$ cat src/pkg/cbf_defs.svh
/*
 * Constants of the breaker failure timing block: timing counts, default delays,
 * log depth and event source codes. Assumes a 125 MHz system clock and a 5 ms processing cycle.
 */
`ifndef CBF_DEFS_SVH
`define CBF_DEFS_SVH

`define CBF_CLK_KHZ      125000
`define CBF_PROC_MS      5
`define CBF_STAMP_MS     1
`define CBF_PROC_CYC     (`CBF_PROC_MS * `CBF_CLK_KHZ)
`define CBF_MS_CYC       (`CBF_STAMP_MS * `CBF_CLK_KHZ)
`define CBF_RETR_DLY_DEF 19'h0_0014
`define CBF_BF_DLY_DEF   19'h0_0028
`define CBF_LOG_DEPTH    12
`define CBF_EV_START     3'h0
`define CBF_EV_RETRIP    3'h1
`define CBF_EV_BF        3'h2
`define CBF_EV_BLOCK     3'h3
`define CBF_EV_DOMON     3'h4
`define CBF_EV_SIGNAL    3'h5
`define CBF_EV_PHASE     3'h6
`define CBF_EV_RES       3'h7

`endif

$ cat src/pkg/cbf_pkg.sv
/*
 * Types of the breaker failure timing block: criterion and residual source
 * selections, measurement bundle, event and log record layouts.
 * Assumes measurements arrive already scaled to the threshold units.
 */
package cbf_pkg;

	typedef enum logic [2:0] {
		CBF_CUR_ONLY   = 3'b000,
		CBF_DO_ONLY    = 3'b001,
		CBF_SIG_ONLY   = 3'b010,
		CBF_CUR_AND_DO = 3'b011,
		CBF_CUR_OR_DO  = 3'b100,
		CBF_CUR_OR_SIG = 3'b101,
		CBF_SIG_OR_DO  = 3'b110
	} cbf_mode_t;

	typedef enum logic [1:0] {
		CBF_RES_NONE = 2'b00,
		CBF_RES_ONE  = 2'b01,
		CBF_RES_TWO  = 2'b10,
		CBF_RES_CALC = 2'b11
	} cbf_res_sel_t;

	typedef struct packed {
		logic [15:0] phase_a;
		logic [15:0] phase_b;
		logic [15:0] phase_c;
		logic [15:0] residual_input_one;
		logic [15:0] residual_input_two;
		logic [15:0] residual_calc;
	} cbf_meas_t;

	typedef struct packed {
		logic [2:0]  source;
		logic        on;
		logic [31:0] stamp_ms;
	} cbf_event_t;

	typedef struct packed {
		logic [31:0] stamp_ms;
		logic [2:0]  source;
		logic [15:0] max_phase;
		logic [15:0] residual;
		logic [18:0] to_retrip;
		logic [18:0] to_failure;
		logic [2:0]  group;
	} cbf_rec_t;

endpackage : cbf_pkg

$ cat src/cbf_timing.sv
/*
 * Breaker failure supervision: pick-up criteria, retrip and failure timers,
 * events, cumulative counters and a twelve-entry operation log.
 * Assumes measurements, block and settings come from same-clock logic; the
 * output monitor and the dedicated signal input are pins.
 */
// Behaviour
// - current-only: phase or residual over threshold starts both timers
// - current-only: trip output ignored; outputs when current persists for each delay
// - current-only: timers cleared once all currents fall below thresholds
// - current-and-output: timers halted after pick-up until trip output is active
// - current-and-output: outputs assert on delay expiry while both conditions hold
// - current-and-output: timers reset when current drops or trip output releases
// - current-or-output: counting starts on current or trip output
// - current-or-output: pick-up held while either persists; outputs after each delay
// - current-or-output: reset only when current low and trip output released
// - retrip unused: only the failure timer runs with the same conditions
// - signal criterion: failure timer starts on input, output after delay
// - time-stamped on/off events for eight sources, user selects stored direction
// - resettable counters for retrip, failure, start and blocked occurrences
// - circular log of last twelve records, captured on on events, ms stamp
// - record holds event, max phase, residual, times to outputs, group
// - block at pick-up gives blocked; block after start releases start
// - retrip enable off: no retrip output, retrip delay unused
// - delays in 5 ms steps, defaults 100 ms and 200 ms
// - criterion setting selects current, signal, output or combinations
`timescale 1ns/10ps
`include "cbf_defs.svh"

module cbf_timing
	import cbf_pkg::*;
#(
	parameter int PROC_CYC = `CBF_PROC_CYC,
	parameter int MS_CYC   = `CBF_MS_CYC
) (
	input  wire logic         clk_i,
	input  wire logic         rst_n_i,
	input  wire logic         ce_i,
	input  wire cbf_meas_t    meas_i,
	input  wire logic [15:0]  phase_current_threshold_i,
	input  wire logic [15:0]  residual_current_threshold_i,
	input  wire cbf_res_sel_t res_sel_i,
	input  wire cbf_mode_t    mode_i,
	input  wire logic         retrip_en_i,
	input  wire logic [18:0]  redundant_coil_delay_i,
	input  wire logic [18:0]  failure_delay_i,
	input  wire logic [2:0]   group_i,
	input  wire logic         block_i,
	input  wire logic         trip_mon_i,
	input  wire logic         signal_i,
	input  wire logic [1:0]   ev_store_i,
	input  wire logic         cnt_clr_i,
	input  wire logic [3:0]   log_idx_i,
	output logic              start_o,
	output logic              blocked_o,
	output logic              retrip_o,
	output logic              breaker_failure_out_o,
	output logic              ev_valid_o,
	output cbf_event_t        ev_o,
	output logic [15:0]       retrip_cnt_o,
	output logic [15:0]       failure_cnt_o,
	output logic [15:0]       start_cnt_o,
	output logic [15:0]       block_cnt_o,
	output cbf_rec_t          log_rd_o
);

	function automatic logic [15:0] max2(input logic [15:0] a, input logic [15:0] b);
		return (a > b) ? a : b;
	endfunction : max2

	logic        mon_s1_r, mon_s2_r, sig_s1_r, sig_s2_r;
	logic [19:0] proc_div_r;
	logic [16:0] ms_div_r;
	logic        tick_r;
	logic [31:0] stamp_r;
	logic [15:0] max_ph_r, res_r;
	logic        ph_pu_r, res_pu_r;
	logic        cur, pu, run;
	logic        start_r, blocked_r, retrip_r, bf_r;
	logic [18:0] ret_cnt_r, bf_cnt_r;
	logic [7:0]  lv, lv_prev_r, pend_r, dir_r, gnt;
	logic [2:0]  gnt_idx;
	logic        ret_act;
	cbf_rec_t    log_mem [`CBF_LOG_DEPTH];
	logic [3:0]  wptr_r;

	// pin inputs pass two flops before use
	always_ff @(posedge clk_i or negedge rst_n_i) begin
		if (!rst_n_i) begin
			{mon_s1_r, mon_s2_r, sig_s1_r, sig_s2_r} <= 4'h0;
		end else if (ce_i) begin
			mon_s1_r <= trip_mon_i;
			mon_s2_r <= mon_s1_r;
			sig_s1_r <= signal_i;
			sig_s2_r <= sig_s1_r;
		end
	end

	// processing cycle tick and millisecond stamp
	always_ff @(posedge clk_i or negedge rst_n_i) begin
		if (!rst_n_i) begin
			proc_div_r <= 20'h0_0000;
			ms_div_r   <= 17'h0_0000;
			tick_r     <= 1'b0;
			stamp_r    <= 32'h0000_0000;
		end else if (ce_i) begin
			tick_r     <= (proc_div_r == 20'(PROC_CYC - 1));
			proc_div_r <= (proc_div_r == 20'(PROC_CYC - 1)) ? 20'h0_0000 : proc_div_r + 20'h0_0001;
			ms_div_r   <= (ms_div_r == 17'(MS_CYC - 1)) ? 17'h0_0000 : ms_div_r + 17'h0_0001;
			if (ms_div_r == 17'(MS_CYC - 1))
				stamp_r <= stamp_r + 32'h0000_0001;
		end
	end

	// current pick-up; residual source chosen by setting
	always_ff @(posedge clk_i or negedge rst_n_i) begin
		if (!rst_n_i) begin
			{max_ph_r, res_r} <= 32'h0000_0000;
			{ph_pu_r, res_pu_r} <= 2'b00;
		end else if (ce_i) begin
			max_ph_r <= max2(max2(meas_i.phase_a, meas_i.phase_b), meas_i.phase_c);
			case (res_sel_i)
				CBF_RES_ONE:  res_r <= meas_i.residual_input_one;
				CBF_RES_TWO:  res_r <= meas_i.residual_input_two;
				CBF_RES_CALC: res_r <= meas_i.residual_calc;
				default:      res_r <= 16'h0000;
			endcase
			ph_pu_r  <= max_ph_r > phase_current_threshold_i;
			res_pu_r <= (res_sel_i != CBF_RES_NONE) && (res_r > residual_current_threshold_i);
		end
	end

	// criterion: pick-up starts, run lets timers count
	always_comb begin
		cur = ph_pu_r | res_pu_r;
		case (mode_i)
			CBF_CUR_ONLY: begin
				pu  = cur;
				run = cur;
			end
			CBF_DO_ONLY: begin
				pu  = mon_s2_r;
				run = mon_s2_r;
			end
			CBF_SIG_ONLY: begin
				pu  = sig_s2_r;
				run = sig_s2_r;
			end
			CBF_CUR_AND_DO: begin
				pu  = cur;
				run = cur & mon_s2_r;
			end
			CBF_CUR_OR_DO: begin
				pu  = cur | mon_s2_r;
				run = cur | mon_s2_r;
			end
			CBF_CUR_OR_SIG: begin
				pu  = cur | sig_s2_r;
				run = cur | sig_s2_r;
			end
			CBF_SIG_OR_DO: begin
				pu  = sig_s2_r | mon_s2_r;
				run = sig_s2_r | mon_s2_r;
			end
			default: begin
				pu  = 1'b0;
				run = 1'b0;
			end
		endcase
	end

	// retrip timer only exists while enabled
	assign ret_act = retrip_en_i & start_r & run;

	// start and blocked; blocking forces a release of start
	always_ff @(posedge clk_i or negedge rst_n_i) begin
		if (!rst_n_i) begin
			start_r   <= 1'b0;
			blocked_r <= 1'b0;
		end else if (ce_i) begin
			start_r   <= pu & ~block_i;
			blocked_r <= pu & block_i;
		end
	end

	// two independent timers, stepped on the processing tick
	always_ff @(posedge clk_i or negedge rst_n_i) begin
		if (!rst_n_i) begin
			ret_cnt_r <= 19'h0_0000;
			bf_cnt_r  <= 19'h0_0000;
		end else if (ce_i) begin
			if (!ret_act)
				ret_cnt_r <= 19'h0_0000;
			else if (tick_r && ret_cnt_r < redundant_coil_delay_i)
				ret_cnt_r <= ret_cnt_r + 19'h0_0001;
			if (!(start_r & run))
				bf_cnt_r <= 19'h0_0000;
			else if (tick_r && bf_cnt_r < failure_delay_i)
				bf_cnt_r <= bf_cnt_r + 19'h0_0001;
		end
	end

	// outputs once each condition has lasted its delay (5 ms steps)
	always_ff @(posedge clk_i or negedge rst_n_i) begin
		if (!rst_n_i) begin
			retrip_r <= 1'b0;
			bf_r     <= 1'b0;
		end else if (ce_i) begin
			retrip_r <= ret_act && ret_cnt_r >= redundant_coil_delay_i;
			bf_r     <= start_r && run && bf_cnt_r >= failure_delay_i;
		end
	end

	assign start_o               = start_r;
	assign blocked_o             = blocked_r;
	assign retrip_o              = retrip_r;
	assign breaker_failure_out_o = bf_r;

	// event sources, lowest index served first
	assign lv = {res_pu_r, ph_pu_r, sig_s2_r, mon_s2_r, blocked_r, bf_r, retrip_r, start_r};
	assign gnt = pend_r & (~pend_r + 8'h01);

	always_comb begin
		gnt_idx = 3'h0;
		for (int i = 0; i < 8; i++) begin
			if (gnt[i])
				gnt_idx = 3'(i);
		end
	end

	// pending changes; a new change wins over the grant that clears it
	always_ff @(posedge clk_i or negedge rst_n_i) begin
		if (!rst_n_i) begin
			lv_prev_r  <= 8'h00;
			pend_r     <= 8'h00;
			dir_r      <= 8'h00;
			ev_valid_o <= 1'b0;
			ev_o       <= '0;
		end else if (ce_i) begin
			lv_prev_r  <= lv;
			pend_r     <= (pend_r & ~gnt) | (lv ^ lv_prev_r);
			dir_r      <= (dir_r & ~(lv ^ lv_prev_r)) | (lv & (lv ^ lv_prev_r));
			ev_valid_o <= (gnt != 8'h00) && ev_store_i[dir_r[gnt_idx] ? 0 : 1];
			ev_o       <= '{source: gnt_idx, on: dir_r[gnt_idx], stamp_ms: stamp_r};
		end
	end

	// cumulative counters; an occurrence in the clear cycle still counts
	always_ff @(posedge clk_i or negedge rst_n_i) begin
		if (!rst_n_i) begin
			{retrip_cnt_o, failure_cnt_o} <= 32'h0000_0000;
			{start_cnt_o, block_cnt_o}    <= 32'h0000_0000;
		end else if (ce_i) begin
			retrip_cnt_o  <= (cnt_clr_i ? 16'h0000 : retrip_cnt_o)
				+ 16'(lv[1] & ~lv_prev_r[1]);
			failure_cnt_o <= (cnt_clr_i ? 16'h0000 : failure_cnt_o)
				+ 16'(lv[2] & ~lv_prev_r[2]);
			start_cnt_o   <= (cnt_clr_i ? 16'h0000 : start_cnt_o)
				+ 16'(lv[0] & ~lv_prev_r[0]);
			block_cnt_o   <= (cnt_clr_i ? 16'h0000 : block_cnt_o)
				+ 16'(lv[3] & ~lv_prev_r[3]);
		end
	end

	// log written on every granted on event, oldest overwritten
	always_ff @(posedge clk_i or negedge rst_n_i) begin
		if (!rst_n_i) begin
			wptr_r <= 4'h0;
		end else if (ce_i && gnt != 8'h00 && dir_r[gnt_idx]) begin
			wptr_r <= (wptr_r == 4'(`CBF_LOG_DEPTH - 1)) ? 4'h0 : wptr_r + 4'h1;
		end
	end

	// log storage has no reset; reads of unwritten slots are undefined until filled
	always_ff @(posedge clk_i) begin
		if (ce_i && gnt != 8'h00 && dir_r[gnt_idx]) begin
			log_mem[wptr_r] <= '{stamp_ms: stamp_r, source: gnt_idx, max_phase: max_ph_r,
				residual: res_r, to_retrip: redundant_coil_delay_i - ret_cnt_r,
				to_failure: failure_delay_i - bf_cnt_r, group: group_i};
		end
	end

	// registered log read, zero outside the twelve slots
	always_ff @(posedge clk_i or negedge rst_n_i) begin
		if (!rst_n_i)
			log_rd_o <= '0;
		else if (ce_i)
			log_rd_o <= (log_idx_i < 4'(`CBF_LOG_DEPTH)) ? log_mem[log_idx_i] : '0;
	end
endmodule : cbf_timing

$ cat config.mk
export PLATFORM = sky130hd
export DESIGN_NAME = cbf_timing
export DESIGN_NICKNAME = d
export VERILOG_FILES = /design/src/pkg/cbf_pkg.sv /design/src/cbf_timing.sv
export VERILOG_INCLUDE_DIRS = /design/src /design/src/pkg
export SDC_FILE = /design/constraint.sdc
export NUM_CORES = 2
export LEC_CHECK = 0
export BUFFER_PORTS_ARGS = -buffer_cell sky130_fd_sc_hd__buf_2
export CORE_UTILIZATION = 30
export CTS_CLUSTER_DIAMETER = 60
export DETAILED_ROUTE_END_ITERATION = 10
export GPL_ROUTABILITY_DRIVEN = 0
export SYNTH_ARGS = -nofsm -noshare
export SYNTH_HDL_FRONTEND = slang
export SYNTH_SLANG_ARGS = --single-unit
export TNS_END_PERCENT = 20
$ cat constraint.sdc
create_clock -name clk_i -period 16.65 [get_ports clk_i]
set_input_delay 3.33 -clock clk_i [delete_from_list [all_inputs] [get_ports clk_i]]
set_output_delay 3.33 -clock clk_i [all_outputs]
set_load 0.02 [all_outputs]
=== After elaboration in Yosys (flattened, before gate mapping) ===
Memories as Yosys holds them, arrays and structs flattened.
Index checks and enable logic that the tools add are counted.

* Word-level logic and storage cells: 153
* Register bits after elaboration: 387
* Bits of input ports: 188
* Memories kept: 1
* RAM bits: 1296

* Eq/ne operators: 14
* Add/sub/neg operators: 13
* Mux-type cells: 32
* Reduce and logical (&&, ||, !) cells: 16
* Bitwise operators: 29
* Magnitude comparators: 11

{| class="wikitable"
|+ Memories
! name !! depth !! width !! rd ports !! clocked after memory_dff !! write ports !! RTL line !! text
|-
| log_mem || 12 || 108 || 1 || 0 || 1 || cbf_timing.sv:84 || <nowiki>cbf_rec_t log_mem [`CBF_LOG_DEPTH];</nowiki>
|}

{| class="wikitable"
|+ Operators by type and width
! operator !! number
|-
| $mux W108 || 1
|-
| $mux W16 || 6
|-
| $mux W19 || 4
|-
| $add A16 B16 Y16 || 4
|-
| $and A1 B16 Y16 || 4
|-
| $gt A16 B16 Y1 || 4
|-
| $not A1 Y16 || 4
|-
| $pmux W16 S3 || 1
|-
| $add A19 B1 Y19 const B || 2
|-
| $ge A19 B19 Y1 || 2
|-
| $lt A19 B19 Y1 || 2
|-
| $sub A19 B19 Y19 || 2
|-
| $add A32 B1 Y32 const B || 1
|-
| $and A8 B8 Y8 || 4
|-
| $not A8 Y8 || 3
|-
| $add A20 B1 Y20 const B || 1
|-
| $eq A20 B20 Y1 const B || 1
|-
| $mux W20 || 1
|-
| $mux W3 || 6
|-
| $add A17 B1 Y17 const B || 1
|-
| $eq A17 B17 Y1 const B || 1
|-
| $mux W17 || 1
|-
| $or A8 B8 Y8 || 2
|-
| $eq A3 B3 Y1 const B || 3
|-
| 26 further kinds || 54
|}

=== Logic depth before layout (Yosys ltp) ===
* Depth in word-level cells: 17
* Mapped depth: 17
* Mapped depth without buffers: 15

=== Worst setup path before layout ===
No wires, ideal clock.

* Path kind: input to register
* From: input ce_i
* To: memory log_mem[0][0] (netlist name), enable pin
* Stages on the path: 5
* Path slack: 0.724 ns
* Arrival time: 15.049 ns
* Cells stage by stage: clkbuf_1 -> nand2_1 -> inv_1 -> nand2b_1 -> nor4b_1

* Word-level cells in the longest chain between the ends: 4

{| class="wikitable"
|+ Ends and longest elaborated chain
! what !! RTL line !! text
|-
| from (decl) || cbf_timing.sv:38 || <nowiki>input wire logic ce_i,</nowiki>
|-
| $logic_and A1 B1 Y1 (2 in series) || cbf_timing.sv:276 || <nowiki>if (ce_i && gnt != 8'h00 && dir_r[gnt_idx]) begin</nowiki>
|-
| $mux W1 || cbf_timing.sv:276 ||
|-
| $mux W1 (implied by the code) || cbf_timing.sv:277 || <nowiki>log_mem[wptr_r] <= '{stamp_ms: stamp_r, source: gnt_idx, max_phase: max_ph_r,</nowiki>
|-
| to (decl) || cbf_timing.sv:84 ||
|}

No other way between the ends.

=== Worst setup path after layout ===
* From: input meas_i[74] (netlist name)
* To: register max_ph_r[0]

* Word-level cells in the longest chain between the ends: 4

{| class="wikitable"
|+ Ends and longest elaborated chain
! what !! RTL line !! text
|-
| from (decl) || cbf_timing.sv:39 || <nowiki>input wire cbf_meas_t meas_i,</nowiki>
|-
| $gt A16 B16 Y1 || cbf_timing.sv:68 || <nowiki>return (a > b) ? a : b;</nowiki>
|-
| $mux W16 * || cbf_timing.sv:68 ||
|-
| $gt A16 B16 Y1 || cbf_timing.sv:68 ||
|-
| $mux W16 * || cbf_timing.sv:68 ||
|-
| to (signal assigned) || cbf_timing.sv:121 || <nowiki>max_ph_r <= max2(max2(meas_i.phase_a, meas_i.phase_b), meas_i.phase_c);</nowiki>
|-
| to (decl) || cbf_timing.sv:76 || <nowiki>logic [15:0] max_ph_r, res_r;</nowiki>
|}

Every way passes the cells marked *; elsewhere a longest branch is shown, timed or not.
A chain may end at the register's enable or synchronous reset.

==> flow_metrics.py <==
metrics = {
    "cells_and_area": {
        "drive_gt1_share_pct": 24.2,
        "final_common_cell": "edfxtp_1",
        "fin_nets": 4997,
        "layout_common_cells": "1296 x edfxtp_1, 394 x buf_2, 387 x dfrtp_1",
        "syn_to_final_growth_pct": 17.0,
        "final_cells": 7875,
        "fillerInstances": 21800,
    },
    "timing": {
        "finalCritPeriodShare_pct": 42.9,
        "min_period_ns": 7.14,
        "setup_violations": 0,
        "setup_tns_ns": 0,
        "slew_viol_final": 0,
        "max_slew_margin_pct": 17.7,
        "finalHoldViolCount": 0,
        "worst_pin_slew_ns": 1.23,
        "rsz0062_at_grt": "no",
        "max_freq_ghz": 0.140,
        "finalClockSkew_ns": 0.0397,
    },
    "detailed_routing": {
        "drtIter0Drc": 2753,
        "ant_nets": 0,
        "routedWlPerCell_um": 22.7,
        "postRouteWirelength_um": 179000,
        "drcViolationCount": 0,
        "drt_pass1_iterations": 5,
        "routed-via-count": 38600,
        "viasPerCell": 4.90,
    },
    "power": {
        "p_per_area_nw_per_um2": 123,
        "ir_drop_uv": 96.5,
        "clockPowerShare_pct": 40.5,
        "combPwrFrac_pct": 9.6,
        "internal-power_uw": 7560,
        "fin_total_pwr_uw": 10100,
        "p_sw_share_pct": 24.8,
        "leakage_uw": 0.0291,
        "p_seq_share_pct": 49.9,
        "p_sw_uw": 2500,
    },
    "clock_tree": {
        "cts_buffers": 179,
        "cts_tree": "built",
        "ctsHoldBuffers": 0,
        "clk_latency_ns": 0.83,
        "postCtsSetupBuffers": 0,
        "cts_sinks": 1683,
        "clock_path_buffers": 3,
        "clockRootBuffer": "clkbuf_16",
        "cts-resized-gates": 0,
        "cts_max_level": 4,
        "clk_pin_slew_ns": 0.06,
    },
    "global_routing": {
        "grt_max_degree": 151,
        "grt_usage_pct": 15.2,
        "grt_pass1_wl_um": 266000,
        "first_global_vias": 40300,
        "globalRoute.totalOverflow": 0,
        "antenna_found_initial": 37,
    },
    "outcome": {
        "outcome": "finished clean",
    },
    "logic_synthesis": {
        "syn-num-nets": 4551,
        "async_flop_share_pct": 23.0,
        "synthDistinctLibCells": 79,
        "syn_inst": 4238,
        "synth_edf_count": 1296,
        "ys_seq_elements": 1683,
        "yosysSeqAreaShare_pct": 69.8,
        "netlist_area_um2": 69600,
        "synth-warning-count": 0,
        "postSynthAreaPerCell_um2": 16.4,
        "synth_ff_type": "edfxtp_1",
    },
    "floorplan": {
        "die_area_um2": 234000,
        "start_util_pct": 30.2,
        "dieHeight_um": 484,
        "ios": 401,
        "core_area_um2": 230000,
        "rows": 176,
        "die_x_um": 484,
    },
    "critical_path": {
        "crit_fanout": 32,
        "end_kind": "flip-flop",
        "required_ns": 17.30,
        "worstPathArrival_ns": 7.79,
        "critPathLaunchType": "input pin",
        "setup.worst_path.class": "in -> reg",
    },
    "placement": {
        "place_inst": 7528,
        "dpl.hpwl_um": 104000,
        "io_buffers": 400,
    },
    "job": {
        "max_cap_violations": 0,
    },
    "min_path": {
        "hp-class": "reg -> reg",
    },
}
flip-flops by register name, indices dropped and copies added (netlist names), 17 cells and up, named ones only:
register and count:
log_mem 1296, log_rd_o 108, ev_o 36, stamp_r 32, proc_div_r 20, bf_cnt_r 19, ret_cnt_r 19, ms_div_r 17
worst paths after layout:
| path | startpoint | to | slack, ns | cells after the start |
|---|---|---|---|---|
| worst min-delay path | tick_r | tick_r | 0.48 | 1 |
| worst max register to register | pend_r[2] | log_mem[8][57] | 11.47 | 9 |
| worst max-delay path | meas_i[74] | max_ph_r[0] | 9.51 | 16 |
| worst min register to register | tick_r | tick_r | 0.48 | 1 |
| max in group asynchronous | rst_n_i | log_rd_o[29] | 11.82 | 3 |
| min in group asynchronous | rst_n_i | ev_o[7] | 2.55 | 1 |
cells by family after synthesis:
family                     after synthesis  synth area share, %
and+or+nand+nor                        864                 5.83
muxes                                  531                 13.6
adders and majority gates              125                 2.27
AOI/OAI and AO/OA                      552                 4.80
buffers and inverters                  334                 1.84
DFF                                   1683                 69.8
xor gates and xnor gates               149                 1.87
routing by layer:
| metal | vias to the layer above | track usage [%] | part of all wire (%) |
|---|---|---|---|
| met5 | - | 0 | 0.19 |
| met4 | 54 | 4.06 | 2.2 |
| met3 | 268 | 3.89 | 5.9 |
| met2 | 877 | 25.3 | 49 |
| met1 | 20100 | 19.6 | 43 |
| li1 | 17300 | - | - |
layout make-up:
class	count	area [um2]	area share [%]
clock inverter	95	1150	1.41
sequential	1683	48600	59.7
tap	3026	3790	4.65
clock buffer	241	4920	6.04
timing repair buffer	457	2590	3.18
inverter	142	536	0.657
multi-input combinational	2221	19900	24.4
antenna	10	25.0	0.0307
critical path, cell delays in order:
cell      delay, ns
buf_2          0.09
inv_1          0.04
ha_1           0.32
nand2_1        0.08
or3_1          0.40
a211o_1        0.29
a31oi_2        0.71
mux2_2         0.44
ha_1           0.30
nor2b_1        0.13
o21a_1         0.11
o211ai_1       0.09
a211o_1        0.28
a21oi_2        0.86
and2_1         0.23
o22ai_1        0.07
power by group through the flow:
stage / clock [uW] / sequential [uW] / combinational, uW
3_5_place_dp: 0 / 5110 / 987
3_3_place_gp: 0 / 5100 / 973
4_1_cts: 4170 / 5030 / 991
6_report: 4070 / 5020 / 966
2_1_floorplan: 0 / 5110 / 556
5_1_grt: 4330 / 5050 / 1060
per-stage QoR:
step	area, um2	util (%)	worst slack, ns	hold WS [ns]
2_1_floorplan	69600	-	0.724	0.449
3_3_place_gp	75400	32.7	8.72	0.467
3_5_place_dp	75400	32.7	8.69	0.468
4_1_cts	81400	35.4	9.57	0.482
5_1_grt	81400	35.4	9.21	0.510
6_report	81500	35.4	9.51	0.480
Yosys cell counts (7+ instances only):
master     instances  area [um2]
edfxtp_1        1296       38900
dfrtp_1          387        9680
nor2_1           361        1360
mux4_2           324        7300
a21oi_1          301        1510
nand2_1          171         642
inv_1            141         529
clkbuf_1         131         492
ha_1             123        1540
mux2i_1          123        1230
xnor2_1          101         885
mux2_2            83         935
nand3_1           81         405
o21ai_0           77         385
nand4_1           52         325
xor2_1            48         420
buf_1             42         158
nor3_1            35         175
and3_1            33         206
nor2b_1           25         156
a21o_1            24         180
o311ai_0          20         175
a221oi_1          18         158
buf_2             18        90.1
and4_1            17         149
nand2b_1          15        93.8
o21a_1            15         113
or3_1             15        93.8
o211ai_1          14         105
o2bb2ai_1         13         114
and2_1            12        75.1
nor4_1            11        68.8
o21bai_1           7        52.6
o31ai_1            7        52.6
Power figures use the tool's default switching activity.
